File: config.mk
export PLATFORM = sky130hd
export DESIGN_NAME = csw_regs
export DESIGN_NICKNAME = d
export VERILOG_FILES = /design/src/inc/csw_pkg.sv /design/src/design/csw_regs.sv /design/src/design/csw_res_mem.sv /design/src/design/csw_irq.sv
export SDC_FILE = /design/constraint.sdc
export NUM_CORES = 1
export LEC_CHECK = 0
export ABC_AREA = 0
export BUFFER_PORTS_ARGS = -buffer_cell sky130_fd_sc_hd__buf_4
export CORE_MARGIN = 1
export CORE_UTILIZATION = 28
export CTS_CLUSTER_SIZE = 20
export DETAILED_ROUTE_END_ITERATION = 8
export PLACE_DENSITY_LB_ADDON = 0.1
export SKIP_CTS_REPAIR_TIMING = 1
export SYNTH_ARGS = -nofsm -noshare
export SYNTH_HDL_FRONTEND = slang
export SYNTH_SLANG_ARGS = --single-unit
File: constraint.sdc
create_clock -name clk_i -period 6.4 [get_ports clk_i]
set_clock_uncertainty 0.15 [all_clocks]
set_input_delay 0.64 -clock clk_i [delete_from_list [all_inputs] [get_ports clk_i]]
set_output_delay 0.64 -clock clk_i [all_outputs]
set_load 0.05 [all_outputs]
File: src/inc/csw_pkg.sv
// ============================================================
// How it works
// - Host-started compare-swap runs on the selected bus management resource.
// - Resource takes the new value only when the compare matches.
// - Expected value is compared with the current resource contents.
// - Bit 31 of swap control sets when a compare-swap finishes.
// - A write to swap control clears the completion flag, except in the decide cycle, where the flag sets.
// - Select 00 manager id, 01 bandwidth, 10 channels hi, 11 channels lo.
// - Swap control bits 30 to 2 ignore writes and read zero.
// - ROM header register supplies the first configuration ROM quadlet.
// - Header check value loads from serial ROM when one is present.
// - Bus name quadlet is read-only constant 3133_3934h.
package csw_pkg;

   // ============================================================
   // Register map
   localparam int ADDR_W = 8;
   localparam int DATA_W = 32;
   localparam logic [ADDR_W-1:0] OFS_NEW_VALUE = 8'h0C;
   localparam logic [ADDR_W-1:0] OFS_EXPECTED = 8'h10;
   localparam logic [ADDR_W-1:0] OFS_CONTROL = 8'h14;
   localparam logic [ADDR_W-1:0] OFS_ROM_HEADER = 8'h18;
   localparam logic [ADDR_W-1:0] OFS_BUS_NAME = 8'h1C;
   localparam logic [ADDR_W-1:0] OFS_IRQ_STATUS = 8'h40;
   localparam logic [ADDR_W-1:0] OFS_IRQ_MASK = 8'h44;

   // ============================================================
   // Fields and reset values
   localparam int DONE_BIT = 31;
   localparam int SEL_W = 2;
   localparam int CRC_W = 16;
   localparam logic [DATA_W-1:0] BUS_NAME_VAL = 32'h3133_3934;
   localparam logic [DATA_W-1:0] HDR_RESET = 32'h0000_0000;
   localparam logic [DATA_W-1:0] WORD_ZERO = 32'h0000_0000;
   localparam logic DONE_RESET = 1'b1;
   localparam int IRQ_W = 2;
   localparam int IRQ_SWAP_DONE = 0;
   localparam int IRQ_ROM_LOADED = 1;

   // ============================================================
   // Types
   typedef enum logic [1:0] {
      CSW_IDLE = 2'b00,
      CSW_FETCH = 2'b01,
      CSW_DECIDE = 2'b10
   } csw_phase_t;

   typedef enum logic [1:0] {
      RES_BUS_MANAGER_ID = 2'b00,
      RES_BANDWIDTH_AVAILABLE = 2'b01,
      RES_CHANNELS_AVAILABLE_HI = 2'b10,
      RES_CHANNELS_AVAILABLE_LO = 2'b11
   } csw_res_t;

   typedef struct packed {
      logic wr;
      logic rd;
      logic [ADDR_W-1:0] addr;
      logic [DATA_W-1:0] wdata;
   } csw_bus_t;

   typedef struct packed {
      logic we;
      logic [SEL_W-1:0] idx;
      logic [DATA_W-1:0] wdata;
   } csw_mem_req_t;

   typedef struct packed {
      csw_phase_t phase;
      logic done;
      logic [SEL_W-1:0] sel;
      logic [DATA_W-1:0] new_value;
      logic [DATA_W-1:0] expected;
      logic [DATA_W-1:0] header;
      logic [DATA_W-1:0] rdata;
   } csw_state_t;

endpackage : csw_pkg

File: src/design/csw_regs.sv
`timescale 1ns/1ps
// ============================================================
// Compare-swap register group with ROM header and bus name
module csw_regs
   import csw_pkg::*;
#(
   parameter logic [3:0][DATA_W-1:0] RES_INIT = '0
) (
   input wire logic clk_i,
   input wire logic srst_i,
   input wire csw_bus_t bus_i,
   output logic [DATA_W-1:0] rdata_o,
   input wire logic serial_rom_present_i,
   input wire logic rom_load_valid_i,
   input wire logic [CRC_W-1:0] rom_crc_i,
   output logic [DATA_W-1:0] rom_header_o,
   output logic busy_o,
   output logic irq_o
);

   // ============================================================
   // Declarations
   csw_state_t s_q;
   csw_state_t s_d;
   csw_mem_req_t mem_req;
   logic [DATA_W-1:0] mem_rdata;
   logic [IRQ_W-1:0] irq_event;
   logic [IRQ_W-1:0] irq_status;
   logic [IRQ_W-1:0] irq_mask;
   logic ctrl_wr;
   logic start;
   logic match;
   logic rom_load;

   // Address decode shared by read and write paths
   function automatic logic hit(input logic [ADDR_W-1:0] a, input logic [ADDR_W-1:0] ofs);
      hit = (a == ofs);
   endfunction : hit

   // Control word image, reserved bits zero
   function automatic logic [DATA_W-1:0] ctrl_word(input logic done, input logic [SEL_W-1:0] sel);
      ctrl_word = WORD_ZERO;
      ctrl_word[DONE_BIT] = done;
      ctrl_word[SEL_W-1:0] = sel;
   endfunction : ctrl_word

   // ============================================================
   // Strobes and compare
   assign ctrl_wr = bus_i.wr && hit(bus_i.addr, OFS_CONTROL);
   assign start = ctrl_wr && (s_q.phase == CSW_IDLE);
   assign match = (mem_rdata == s_q.expected);
   assign rom_load = serial_rom_present_i && rom_load_valid_i;

   // Resource port: selected word, written only on a match
   always_comb begin
      mem_req.idx = s_q.sel;
      mem_req.wdata = s_q.new_value;
      mem_req.we = (s_q.phase == CSW_DECIDE) && match;
   end

   // ============================================================
   // Next state
   always_comb begin
      s_d = s_q;
      // Register writes
      if (bus_i.wr) begin
         if (hit(bus_i.addr, OFS_NEW_VALUE)) begin
            s_d.new_value = bus_i.wdata;
         end
         if (hit(bus_i.addr, OFS_EXPECTED)) begin
            s_d.expected = bus_i.wdata;
         end
         if (hit(bus_i.addr, OFS_ROM_HEADER)) begin
            s_d.header = bus_i.wdata;
         end
      end
      // A control write drops the flag except in the decide cycle, where the set wins; select taken only when idle
      if (ctrl_wr) begin
         s_d.done = 1'b0;
      end
      if (start) begin
         s_d.sel = bus_i.wdata[SEL_W-1:0];
      end
      // Serial ROM preload of the check value wins over a host write
      if (rom_load) begin
         s_d.header[CRC_W-1:0] = rom_crc_i;
      end
      // Swap sequence
      case (s_q.phase)
         CSW_IDLE: begin
            if (start) begin
               s_d.phase = CSW_FETCH;
            end
         end
         CSW_FETCH: begin
            s_d.phase = CSW_DECIDE;
         end
         CSW_DECIDE: begin
            s_d.phase = CSW_IDLE;
            s_d.new_value = mem_rdata; // Old value returned to software
            s_d.done = 1'b1;
         end
         default: begin
            s_d.phase = CSW_IDLE;
         end
      endcase
      // Read data for the next cycle
      s_d.rdata = WORD_ZERO;
      if (bus_i.rd) begin
         case (bus_i.addr)
            OFS_NEW_VALUE: s_d.rdata = s_q.new_value;
            OFS_EXPECTED: s_d.rdata = s_q.expected;
            OFS_CONTROL: s_d.rdata = ctrl_word(s_q.done, s_q.sel);
            OFS_ROM_HEADER: s_d.rdata = s_q.header;
            OFS_BUS_NAME: s_d.rdata = BUS_NAME_VAL;
            OFS_IRQ_STATUS: s_d.rdata = {{(DATA_W-IRQ_W){1'b0}}, irq_status};
            OFS_IRQ_MASK: s_d.rdata = {{(DATA_W-IRQ_W){1'b0}}, irq_mask};
            default: s_d.rdata = WORD_ZERO;
         endcase
      end
   end

   // State register
   always_ff @(posedge clk_i) begin
      if (srst_i) begin
         s_q.phase <= CSW_IDLE;
         s_q.done <= DONE_RESET;
         s_q.sel <= RES_BUS_MANAGER_ID;
         s_q.new_value <= WORD_ZERO;
         s_q.expected <= WORD_ZERO;
         s_q.header <= HDR_RESET;
         s_q.rdata <= WORD_ZERO;
      end else begin
         s_q <= s_d;
      end
   end

   // ============================================================
   // Outputs
   assign rdata_o = s_q.rdata;
   assign rom_header_o = s_q.header;
   assign busy_o = (s_q.phase != CSW_IDLE);

   // Interrupt events
   always_comb begin
      irq_event = '0;
      irq_event[IRQ_SWAP_DONE] = (s_q.phase == CSW_DECIDE);
      irq_event[IRQ_ROM_LOADED] = rom_load;
   end

   // ============================================================
   // Submodules
   csw_res_mem #(
      .RES_INIT(RES_INIT)
   ) u_mem (
      .clk_i(clk_i),
      .srst_i(srst_i),
      .req_i(mem_req),
      .rdata_o(mem_rdata)
   );

   csw_irq u_irq (
      .clk_i(clk_i),
      .srst_i(srst_i),
      .event_i(irq_event),
      .status_rd_i(bus_i.rd && hit(bus_i.addr, OFS_IRQ_STATUS)),
      .mask_wr_i(bus_i.wr && hit(bus_i.addr, OFS_IRQ_MASK)),
      .mask_wdata_i(bus_i.wdata[IRQ_W-1:0]),
      .status_o(irq_status),
      .mask_o(irq_mask),
      .irq_o(irq_o)
   );
endmodule : csw_regs

File: src/design/csw_res_mem.sv
`timescale 1ns/1ps
// ============================================================
// Four bus management resource words, registered read
module csw_res_mem
   import csw_pkg::*;
#(
   parameter logic [3:0][DATA_W-1:0] RES_INIT = '0
) (
   input wire logic clk_i,
   input wire logic srst_i,
   input wire csw_mem_req_t req_i,
   output logic [DATA_W-1:0] rdata_o
);

   typedef struct packed {
      logic [3:0][DATA_W-1:0] words;
      logic [DATA_W-1:0] rdata;
   } csw_mem_state_t;

   csw_mem_state_t s_q;
   csw_mem_state_t s_d;

   // Read old contents, then write
   always_comb begin
      s_d = s_q;
      s_d.rdata = s_q.words[req_i.idx];
      if (req_i.we) begin
         s_d.words[req_i.idx] = req_i.wdata;
      end
   end

   // State register
   always_ff @(posedge clk_i) begin
      if (srst_i) begin
         s_q <= {RES_INIT, WORD_ZERO};
      end else begin
         s_q <= s_d;
      end
   end

   assign rdata_o = s_q.rdata;
endmodule : csw_res_mem

File: src/design/csw_irq.sv
`timescale 1ns/1ps
// ============================================================
// Sticky event status, mask, one level interrupt
module csw_irq
   import csw_pkg::*;
(
   input wire logic clk_i,
   input wire logic srst_i,
   input wire logic [IRQ_W-1:0] event_i,
   input wire logic status_rd_i,
   input wire logic mask_wr_i,
   input wire logic [IRQ_W-1:0] mask_wdata_i,
   output logic [IRQ_W-1:0] status_o,
   output logic [IRQ_W-1:0] mask_o,
   output logic irq_o
);

   typedef struct packed {
      logic [IRQ_W-1:0] status;
      logic [IRQ_W-1:0] mask;
   } csw_irq_state_t;

   csw_irq_state_t s_q;
   csw_irq_state_t s_d;

   // Read clears, a new event wins
   always_comb begin
      s_d = s_q;
      if (status_rd_i) begin
         s_d.status = '0;
      end
      s_d.status = s_d.status | event_i;
      if (mask_wr_i) begin
         s_d.mask = mask_wdata_i;
      end
   end

   // State register
   always_ff @(posedge clk_i) begin
      if (srst_i) begin
         s_q <= '0;
      end else begin
         s_q <= s_d;
      end
   end

   assign status_o = s_q.status;
   assign mask_o = s_q.mask;
   assign irq_o = |(s_q.status & s_q.mask);
endmodule : csw_irq

Word-level counts from Yosys, hierarchy flattened:

Index checks and enable logic that the tools add are counted.

* logic and storage cells: 66
* output and inout port bits: 66
* flip-flop bits (word level): 297

* bitwise gates (word level): 3
* equality and inequality tests: 11
* reductions and logical operators: 20
* $lt $le $gt $ge: 2
* multiplexer cells: 15

Operators by type and width (number)
* $pmux 32 s7: 1
* $mux 32: 6
* $bwmux 128: 1
* $mux 96: 1
* $bmux 32 s2: 1
* $demux 32 s2: 1
* $eq 32x32->1: 1
* $eq 8x5->1 const B: 4
* $eq 8x7->1 const B: 2
* $mux 16: 1
* $reduce_bool 2->1: 5
* $eq 8x4->1 const B: 1
* $reduce_and 2->1: 4
* $logic_and 1x1->1: 7
* $reduce_or 2->1: 3
* $mux 2: 2
* $pmux 2 s2: 1
* $lt 2x3->1 const B: 1
* $and 2x2->2: 1
* $eq 2x1->1 const B: 1
* $eq 2x2->1 const B: 1
* $ge 2x1->1 const B: 1
* $logic_not 2->1: 1
* $ne 2x2->1 const B: 1
* 2 further kinds: 2

Logic depth before layout (Yosys ltp):

Gate-level depths: netlist of the first run.

* word-level depth: 5
* gate-level depth with buffers: 8

Cells and area by module:

From an unflattened synthesis of the first run, not the netlist that was laid out.

* cells, all modules: 1455
* area, all modules: 13513.0 um^2

Modules (own cells, without submodules)
* csw_res_mem: area each 6889.1 um^2, cells each 631, instances 1
* csw_regs: area each 6477.5 um^2, cells each 809, instances 1
* csw_irq: area each 146.4 um^2, cells each 15, instances 1

Worst setup path after synthesis of the first run:

No wires, ideal clock.

* path kind: input port to flip-flop
* start point: in bus_i[37] (netlist name)
* end point: reg s_q (netlist bit mem_req[23])
* required time: 6.159 ns
* arrival time: 2.320 ns
* stages on the path: 6
* path buffers: 2
* path slack: 3.839 ns
* cell sequence: or3_1 nor4b_1 clkbuf_1 clkbuf_1 nand3_1 a311oi_1

* cells in the longest elaborated chain, start to end: 3

Ends and longest elaborated chain
* start, declared: RTL line csw_regs.sv:11 `input wire csw_bus_t bus_i,`
* $eq 8x4->1: RTL line csw_regs.sv:37 `hit = (a == ofs);`
* $reduce_bool 2->1 (no source line)
* $reduce_and 2->1 (no source line)
* end, declared: RTL line csw_regs.sv:23 `csw_state_t s_q;`

Every way passes these cells.
A chain may end at the register's enable or synchronous reset.

Worst setup path in the final report of the first run:

* start point: reg s_q[70] (netlist name)
* end point: reg u_mem.s_q[104] (netlist name)

* cells in the longest elaborated chain, start to end: 2

Ends and longest elaborated chain
* $eq 32x32->1: RTL line csw_regs.sv:51 `assign match = (mem_rdata == s_q.expected);`
* $logic_and 1x1->1: RTL line csw_regs.sv:58 `mem_req.we = (s_q.phase == CSW_DECIDE) && match;`
* end signal, assigned: RTL line csw_res_mem.sv:35 `s_q <= {RES_INIT, WORD_ZERO};`
* end, declared: RTL line csw_res_mem.sv:20 `csw_mem_state_t s_q;`

Every way passes these cells.

==> flow_summary.yaml, run 1 <==
synthesis:
  yosys.cell_count.top_type: "dfxtp_1"
  yosys.area.top_type: "dfxtp_1"
  synthDistinctLibCells: 39
  synth_nets: 1367
  synth_area_per_cell_um2: 9.57
  synth_seq_cells: 297
  synth_area_leaders: "dfxtp_1 48%, mux2i_1 11%, nor2_1 6.0%"
  synth-edff-count: 0
  async_flop_share: 0
  synth_cells: 1305
  synth_top_area_share: 0.476
  ys_seq_area_frac: 0.476
  synth_flop_cell: "dfxtp_1"
  netlist_area_um2: 12500
  yosysWarnings: 0
  yosys-top-cells-count: "297 x dfxtp_1, 198 x nor2_1, 185 x nand2_1"
power_and_ir_drop:
  p_total_w: 0.00396
  peakVddDrop_mv: 0.153
  leakagePower_nw: 6.03
  powerDensity_nw_per_um2: 273
setup_path:
  path_cells: "xnor2_1 > nand3_1 > nor3_1 > nand4_4 > mux2i_1 > nor2_1"
  r2r_end: "u_mem.s_q[104]$_SDFFE_PP0P_"
  cp_max_fo: 32
  setup.worst_path.end: "u_mem.s_q[104]$_SDFFE_PP0P_"
  reg2regPathDepth: 6
  critPathCaptureType: "flop"
  critical_path.startpoint: "s_q[70]$_SDFFE_PP0P_"
  critPathKind: "flop to flop"
  worst_path_largest_cell_delay_ns: 1.05
  startpoint_type: "flop"
  required_ns: 6.60
  r2r_setup_slack_ns: 2.72
  crit_arrival_ns: 3.89
  cp_slowest_cell: "nand4_4"
  r2r-start: "s_q[70]$_SDFFE_PP0P_"
global_routing:
  grt_pass1_vias: 8682
  grt_pass1_wl_um: 56600
  gr-total-overflow: 0
  grt_usage: 0.165
  antenna_found_initial: 0
  grt_max_degree: 219
timing:
  tightest_slew_ns: 1.38
  max_slew_margin: 0.0805
  finalMaxSlewViolations: 0
  tns_ns: 0
  hold_viol_final: 0
  rsz0062_at_grt: "no"
  setup_violations: 0
  period_needed_ns: 3.68
  max_freq_mhz: 272
  period_share: 0.575
final_layout:
  drive_gt1_frac: 0.176
  final_nets: 1382
  nFillCells: 4617
  antenna_cells: 0
  area_growth_pct: 16.2
  seqCellArea_um2: 5950
  multi_input_area_um2: 5600
routing:
  viasPerCell: 4.77
  wirelength_um: 37700
  drc: 0
  routedWlPerCell_um: 19.5
  via_count: 9238
  drt_first_pass_iters: 7
  postRouteAntennaNets: 0
  drt_iter0_drc: 898
clock_tree:
  cts_root_buf: "clkbuf_16"
  cts.sinks: 297
  clk_pin_slew_ns: 0.06
  tritoncts: "built"
  ctsHtreeMaxLevel: 2
  insertion_delay_ns: 0.53
  clk_path_buf_depth: 3
  cts_made_buffers: 35
die:
  io_pins: 128
  dieArea_um2: 45500
  rows: 77
  die_x_um: 213
  core_um2: 44100
  initial_utilization: 0.283
  die_h_um: 213
placement:
  hpwlAfterDp_um: 23900
  place_congestion: 0.742
  numPortBuffers: 127
worst_hold_path:
  hp-class: "input pin to flop"
outcome:
  outcome: "finished, final reports clean"
flow_run:
  cap_viol_max_count: 0
==> layout by cell type (no fill, tap or decap), types with 15 or more instances in the layout <==
cell type,instances
dfxtp_1,295
nor2_1,198
nand2_1,185
buf_4,139
mux2i_1,132
a21oi_1,51
a311oi_1,48
nand3_1,37
clkbuf_16,37
nor2b_1,36
mux4_2,32
xnor2_1,23
a22oi_1,20
a31oi_1,16
a222oi_1,15
==> metal layers <==
layer  vias to the layer above  global-route usage  part of all wire
met4                         0              0.0451             0.019
li1                       4497                   -                 -
met2                       227               0.237              0.42
met5                         -                   0                 0
met1                      4466               0.252              0.52
met3                        48              0.0227             0.048
==> stage by stage <==
stage | utilization | worst slack [ns] | instance area, um2 | hold WS, ns | cells
after floorplan | - | 3.84 | 12500 | 0.294 | 1305
after global placement | 0.303 | 2.65 | 13400 | 0.311 | 1875
after detailed placement | 0.303 | 2.56 | 13400 | 0.319 | 1875
after CTS | 0.329 | 2.62 | 14500 | 0.209 | 1936
after global routing | 0.329 | 2.54 | 14500 | 0.221 | 1936
final | 0.329 | 2.72 | 14500 | 0.227 | 1936
==> cell families after synthesis <==
| family | count (synthesis) | synth area share |
|---|---|---|
| muxes | 164 | 0.163 |
| DFF | 297 | 0.476 |
| buffers and inverters | 170 | 0.0778 |
| AOI/OAI and AO/OA | 159 | 0.0926 |
| and+or+nand+nor | 490 | 0.173 |
| xor gates and xnor gates | 25 | 0.0175 |
==> power by group <==
group          switching [W]  internal (W)  total, W
combinational      0.0000916     0.0000437  0.000135
sequential        0.00000841       0.00186   0.00187
clock               0.000786       0.00118   0.00196
total               0.000886       0.00308   0.00396
==> worst max-delay path: cells and delay by family, from the launching register on <==
family,cells,cell delay (ns)
xor gates and xnor gates,1,0.38
and+or+nand+nor,4,2.17
DFF,1,0.36
muxes,1,0.44
==> registers in the layout, summed over array words and instances, names as in the netlist <==
name            flops
rom_header_o       32
mem_req            34
rdata_o            32
u_mem.s_q         128
s_q                35
u_mem.rdata_o      32
u_irq.status_o      2
u_irq.mask_o        2
==> final cells by class <==
class | instances | share of cell area
Clock buffer | 53 | 0.0728
Multi-Input combinational cell | 838 | 0.386
Clock inverter | 8 | 0.00448
Timing Repair Buffer | 141 | 0.0742
Tap cell | 592 | 0.0510
Sequential cell | 297 | 0.410
Inverter | 7 | 0.00181
==> worst min path at each step <==
stage,endpoint,cells after the start,slack [ns],startpoint
global placement,s_q[76]$_SDFFE_PP0P_,2,0.31,s_q[76]$_SDFFE_PP0P_
floorplan,s_q[132]$_SDFFE_PP0P_,2,0.29,s_q[131]$_SDFFE_PP0P_
finish,s_q[71]$_SDFFE_PP0P_,3,0.23,bus_i[7]
CTS,s_q[71]$_SDFFE_PP0P_,3,0.21,bus_i[7]
global route,s_q[71]$_SDFFE_PP0P_,3,0.22,bus_i[7]
detailed placement,s_q[76]$_SDFFE_PP0P_,2,0.32,s_q[76]$_SDFFE_PP0P_
(Power assumes the default switching activity.)
==> run 2: changes to the inputs <==
--- a/config.mk
+++ b/config.mk
@@ -5,7 +5,7 @@
 export SDC_FILE = /design/constraint.sdc
 export NUM_CORES = 1
 export LEC_CHECK = 0
-export ABC_AREA = 0
+export ABC_AREA = 1
 export BUFFER_PORTS_ARGS = -buffer_cell sky130_fd_sc_hd__buf_4
 export CORE_MARGIN = 1
 export CORE_UTILIZATION = 28
==> constraint.sdc (replaced) <==
create_clock -name clk_i -period 2.95 [get_ports clk_i]
set_clock_uncertainty 0.15 [all_clocks]
set_input_delay 0.295 -clock clk_i [delete_from_list [all_inputs] [get_ports clk_i]]
set_output_delay 0.295 -clock clk_i [all_outputs]
set_load 0.05 [all_outputs]
==> flow_summary.yaml, run 2 <==
setup_path:
  required_ns: 3.27
  crit_arrival_ns: 2.51
  cp_max_fo: 41
  r2r_setup_slack_ns: 0.80
  startpoint_type: "input pin"
  critPathCaptureType: "flop"
  critPathKind: "input pin to flop"
synthesis:
  yosysWarnings: 0
  yosys.cell_count.top_type: "nand2_1"
  ys_seq_area_frac: 0.424
  synth_cells: 2057
  yosys.area.top_type: "dfxtp_1"
  synth_area_per_cell_um2: 6.82
  yosys-top-cells-count: "408 x nand2_1, 372 x inv_1, 297 x dfxtp_1"
  async_flop_share: 0
  synth_top_area_share: 0.424
  synth_area_leaders: "dfxtp_1 42%, nand2_1 11%, inv_1 10%"
  synth_seq_cells: 297
  synth-edff-count: 0
  synthDistinctLibCells: 27
  synth_flop_cell: "dfxtp_1"
  netlist_area_um2: 14000
  synth_nets: 2119
outcome:
  outcome: "complete, but fails checks"
  violations: "hold timing"
clock_tree:
  cts_root_buf: "clkbuf_16"
  insertion_delay_ns: 0.53
  tritoncts: "built"
  clk_pin_slew_ns: 0.06
  cts_made_buffers: 35
  ctsHtreeMaxLevel: 2
  clk_path_buf_depth: 3
  cts.sinks: 297
power_and_ir_drop:
  p_total_w: 0.00876
  p_switching_w: 0.00203
  powerDensity_nw_per_um2: 517
  switching_share: 0.232
  leakagePower_nw: 6.92
  clkPwrFrac: 0.487
  comb_power_share: 0.052
  internal_power_w: 0.00673
  seqPwrFrac: 0.461
  peakVddDrop_mv: 0.371
placement:
  placed_area_um2: 15200
  place_congestion: 0.793
  hpwlAfterDp_um: 29900
  numPortBuffers: 127
final_layout:
  final_nets: 2185
  area_growth_pct: 20.7
  final_cell_mix: "407 x nand2_1, 372 x inv_1, 297 x dfxtp_1"
  design_area_um2: 16900
  largest_reg_flops: 128
  largest-register: "u_mem.s_q"
  drive_gt1_frac: 0.108
  mostFrequentLayoutCell: "nand2_1"
  antenna_cells: 0
timing:
  hold_viol_final: 2
  period_share: 0.742
  tns_ns: 0
  period_needed_ns: 2.19
  setup_violations: 0
  max_slew_margin: 0.319
  rsz0062_at_grt: "no"
  max_freq_mhz: 457
  fin_hold_ws_ns: -0.0199
  finalMaxSlewViolations: 0
  tightest_slew_ns: 1.02
global_routing:
  antenna_found_initial: 0
  grt_max_degree: 69
  grt_usage: 0.184
  gr-total-overflow: 0
  grt_pass1_wl_um: 72600
  grt_pass1_vias: 11900
routing:
  via_count: 13100
  routedWlPerCell_um: 17.0
  drt_first_pass_iters: 5
  postRouteAntennaNets: 0
  wirelength_um: 47700
  drt_iter0_drc: 1052
  viasPerCell: 4.65
  drc: 0
die:
  die_x_um: 226
  die_h_um: 226
  initial_utilization: 0.285
  core_um2: 49200
  io_pins: 128
  dieArea_um2: 51000
  rows: 81
flow_run:
  cap_viol_max_count: 0
worst_hold_path:
  hp-class: "input pin to flop"
-- run 2: path summary, 6_finish.rpt --
path / depth (start not counted) / end / from
min reg2reg: 2 / rom_header_o[31]$_SDFFE_PP0P_ / rom_header_o[31]$_SDFFE_PP0P_
min: 3 / s_q[79]$_SDFFE_PP0P_ / bus_i[15]
max reg2reg: 12 / u_mem.s_q[107]$_SDFFE_PP0P_ / s_q[82]$_SDFFE_PP0P_
max: 10 / rom_header_o[8]$_SDFFE_PP0P_ / bus_i[39]
-- run 2: kinds of logic after synthesis --
family                 count (synthesis)  share of synthesized area
buffers and inverters                581                      0.177
XOR/XNOR                               5                    0.00312
flip-flops                           297                      0.424
AND/OR/NAND/NOR                      834                      0.254
AO/OA/AOI/OAI                        340                      0.141
-- run 2: worst max-delay path, cell delays in order --
cell           delay, ns
buf_4               0.11
nor2_1              0.21
nand3_1             0.19
inv_1               0.13
nand2_1             0.12
inv_1               0.28
buf_12              0.25
nand4_1             0.14
a31oi_1             0.19
dlygate4sd3_1       0.56
-- run 2: cell type report --
| cell class | count | area (um2) |
|---|---|---|
| fill | 5247 | 32200 |
| sequential | 297 | 5950 |
| multi-input combinational | 1179 | 5640 |
| timing repair buffer | 234 | 2010 |
| inverter | 376 | 1420 |
| clock buffer | 53 | 1050 |
| tap | 664 | 831 |
| clock inverter | 6 | 55.1 |
-- run 2: power groups by stage --
stage / Clock [W] / Sequential [W] / Combinational [W]
4_1_cts: 0.00441 / 0.00403 / 0.000393
5_1_grt: 0.00458 / 0.00403 / 0.000495
2_1_floorplan: 0 / 0.00412 / 0.000223
6_report: 0.00427 / 0.00404 / 0.000456
3_3_place_gp: 0 / 0.00412 / 0.000393
3_5_place_dp: 0 / 0.00412 / 0.000392
-- run 2: routing by layer --
layer,part of all wire,global-route usage
met1,0.51,0.275
met2,0.42,0.273
met3,0.055,0.0290
met4,0.017,0.0432
met5,0,0
-- run 2: through the flow --
step	hold WS, ns	util	setup WS [ns]	instances
3_5_place_dp	0.305	0.310	0.642	2689
6_report	-0.0199	0.345	0.762	2809
2_1_floorplan	0.288	-	1.15	2057
5_1_grt	0.00954	0.345	0.596	2809
3_3_place_gp	0.304	0.310	0.662	2689
4_1_cts	-0.134	0.332	0.776	2748
==> run 3: changes to the inputs <==
==> constraint.sdc (replaced) <==
create_clock -name clk_i -period 1.9 [get_ports clk_i]
set_clock_uncertainty 0.15 [all_clocks]
set_input_delay 0.19 -clock clk_i [delete_from_list [all_inputs] [get_ports clk_i]]
set_output_delay 0.19 -clock clk_i [all_outputs]
set_load 0.05 [all_outputs]
==> flow_summary.yaml, run 3 (synthesis gave the netlist of run 2 again) <==
routing:
  routedWlPerCell_um: 17.0
  drt_first_pass_iters: 5
  viasPerCell: 4.67
  drc: 0
  drt_iter0_drc: 997
  postRouteAntennaNets: 0
  via_count: 13700
  wirelength_um: 49800
die:
  io_pins: 128
  dieArea_um2: 51000
  die_h_um: 226
  die_x_um: 226
  core_um2: 49200
  initial_utilization: 0.285
  rows: 81
final_layout:
  drive_gt1_frac: 0.179
  largest_reg_flops: 128
  final_nets: 2300
  final_util: 0.380
  largest-register: "u_mem.s_q"
  final_cell_mix: "364 x inv_1, 364 x nand2_1, 293 x dfxtp_1"
  antenna_cells: 0
  area_growth_pct: 33.1
power_and_ir_drop:
  powerDensity_nw_per_um2: 770
  p_total_w: 0.0144
  switching_share: 0.229
  p_switching_w: 0.00329
  clkPwrFrac: 0.512
  internal_power_w: 0.0111
  comb_power_share: 0.052
  leakagePower_nw: 7.69
  peakVddDrop_mv: 0.496
  seqPwrFrac: 0.436
global_routing:
  grt_max_degree: 70
  grt_pass1_vias: 12600
  grt_usage: 0.187
  gr-total-overflow: 0
  antenna_found_initial: 0
  grt_pass1_wl_um: 73900
clock_tree:
  cts_made_buffers: 37
  cts.sinks: 297
  insertion_delay_ns: 0.56
  clk_pin_slew_ns: 0.06
  ctsHtreeMaxLevel: 2
  cts_root_buf: "clkbuf_16"
  tritoncts: "built"
  clk_path_buf_depth: 3
timing:
  fin_ws_ns: -0.158
  rsz0062_at_grt: "yes"
  finalMaxSlewViolations: 0
  setup_violations: 128
  hold_viol_final: 0
  period_needed_ns: 2.06
  max_freq_mhz: 486
  tightest_slew_ns: 0.425
  period_share: 1.08
  max_slew_margin: 0.717
flow_run:
  cap_viol_max_count: 0
worst_hold_path:
  hp-class: "input pin to flop"
setup_path:
  critPathCaptureType: "flop"
  startpoint_type: "flop"
  critPathKind: "flop to flop"
  required_ns: 2.22
  crit_arrival_ns: 2.38
  cp_max_fo: 13
placement:
  hpwlAfterDp_um: 31400
  place_congestion: 0.793
  numPortBuffers: 127
outcome:
  violations: "setup timing"
  outcome: "complete, but fails checks"
## run 3: cell types whose count changed in the layout (fill, tap and decap cells not counted), moves of 8 or more
| cell | delta |
|---|---|
| buf_12 | +26 |
| buf_4 | +61 |
| clkbuf_16 | +10 |
| inv_1 | -8 |
| inv_2 | +8 |
| nand2_1 | -43 |
| nand2_2 | +39 |
## run 3: power groups by stage
stage                     Clock [W]  Combinational (W)  Sequential [W]
after CTS                   0.00756           0.000643         0.00627
after detailed placement          0           0.000641         0.00640
after floorplan                   0           0.000347         0.00640
final                       0.00736           0.000749         0.00627
after global routing        0.00779           0.000812         0.00627
after global placement            0           0.000642         0.00640
## run 3: routing by layer
metal / track usage / routed length (um) / up-vias
li1: - / - / 6894
met1: 0.271 / 24600 / 6348
met2: 0.283 / 21400 / 362
met3: 0.0338 / 2810 / 70
met4: 0.0476 / 945 / 0
met5: 0 / 0 / -
## run 3: final timing paths
| path | start | end | slack (ns) | cells past startpoint |
|---|---|---|---|---|
| setup / recovery | s_q[82]$_SDFFE_PP0P_ | u_mem.s_q[36]$_SDFFE_PP0P_ | -0.16 | 15 |
| hold / removal | bus_i[41] | s_q[130]$_SDFFE_PP1P_ | 0.02 | 4 |
| setup reg to reg | s_q[82]$_SDFFE_PP0P_ | u_mem.s_q[36]$_SDFFE_PP0P_ | -0.16 | 15 |
| hold reg to reg | rom_header_o[31]$_SDFFE_PP0P_ | rom_header_o[31]$_SDFFE_PP0P_ | 0.31 | 2 |
## run 3: layout make-up
type | instances | area (um2)
Fill cell | 5157 | 30500
Sequential cell | 297 | 5950
Multi-Input combinational cell | 1179 | 5830
Timing Repair Buffer | 347 | 3410
Inverter | 376 | 1420
Clock buffer | 54 | 1090
Tap cell | 664 | 831
Clock inverter | 9 | 149
## run 3: stage by stage
step           instance area (um2)  setup slack [ns]  setup TNS, ns  instances  hold slack, ns
2_1_floorplan                14000            0.0993              0       2057           0.187
3_3_place_gp                 16200            -0.333         -38.23       2782           0.303
3_5_place_dp                 16200            -0.343         -37.88       2782           0.305
4_1_cts                      17400            -0.366         -40.80       2845          -0.252
5_1_grt                      18700            -0.309         -34.92       2926          0.0249
6_report                     18700            -0.158         -15.41       2926          0.0154
## run 3: worst max-delay path, cell delays in order, from the launching register on
cell	delay (ns)
dfxtp_2	0.33
inv_2	0.04
nand2_1	0.04
nand2_1	0.05
nor2_1	0.10
buf_4	0.15
nand2_4	0.05
nor2_4	0.12
nand2_2	0.10
nor2_4	0.13
buf_12	0.17
nand3_4	0.13
clkbuf_16	0.22
nand2_1	0.07
inv_1	0.03
nor2_1	0.08
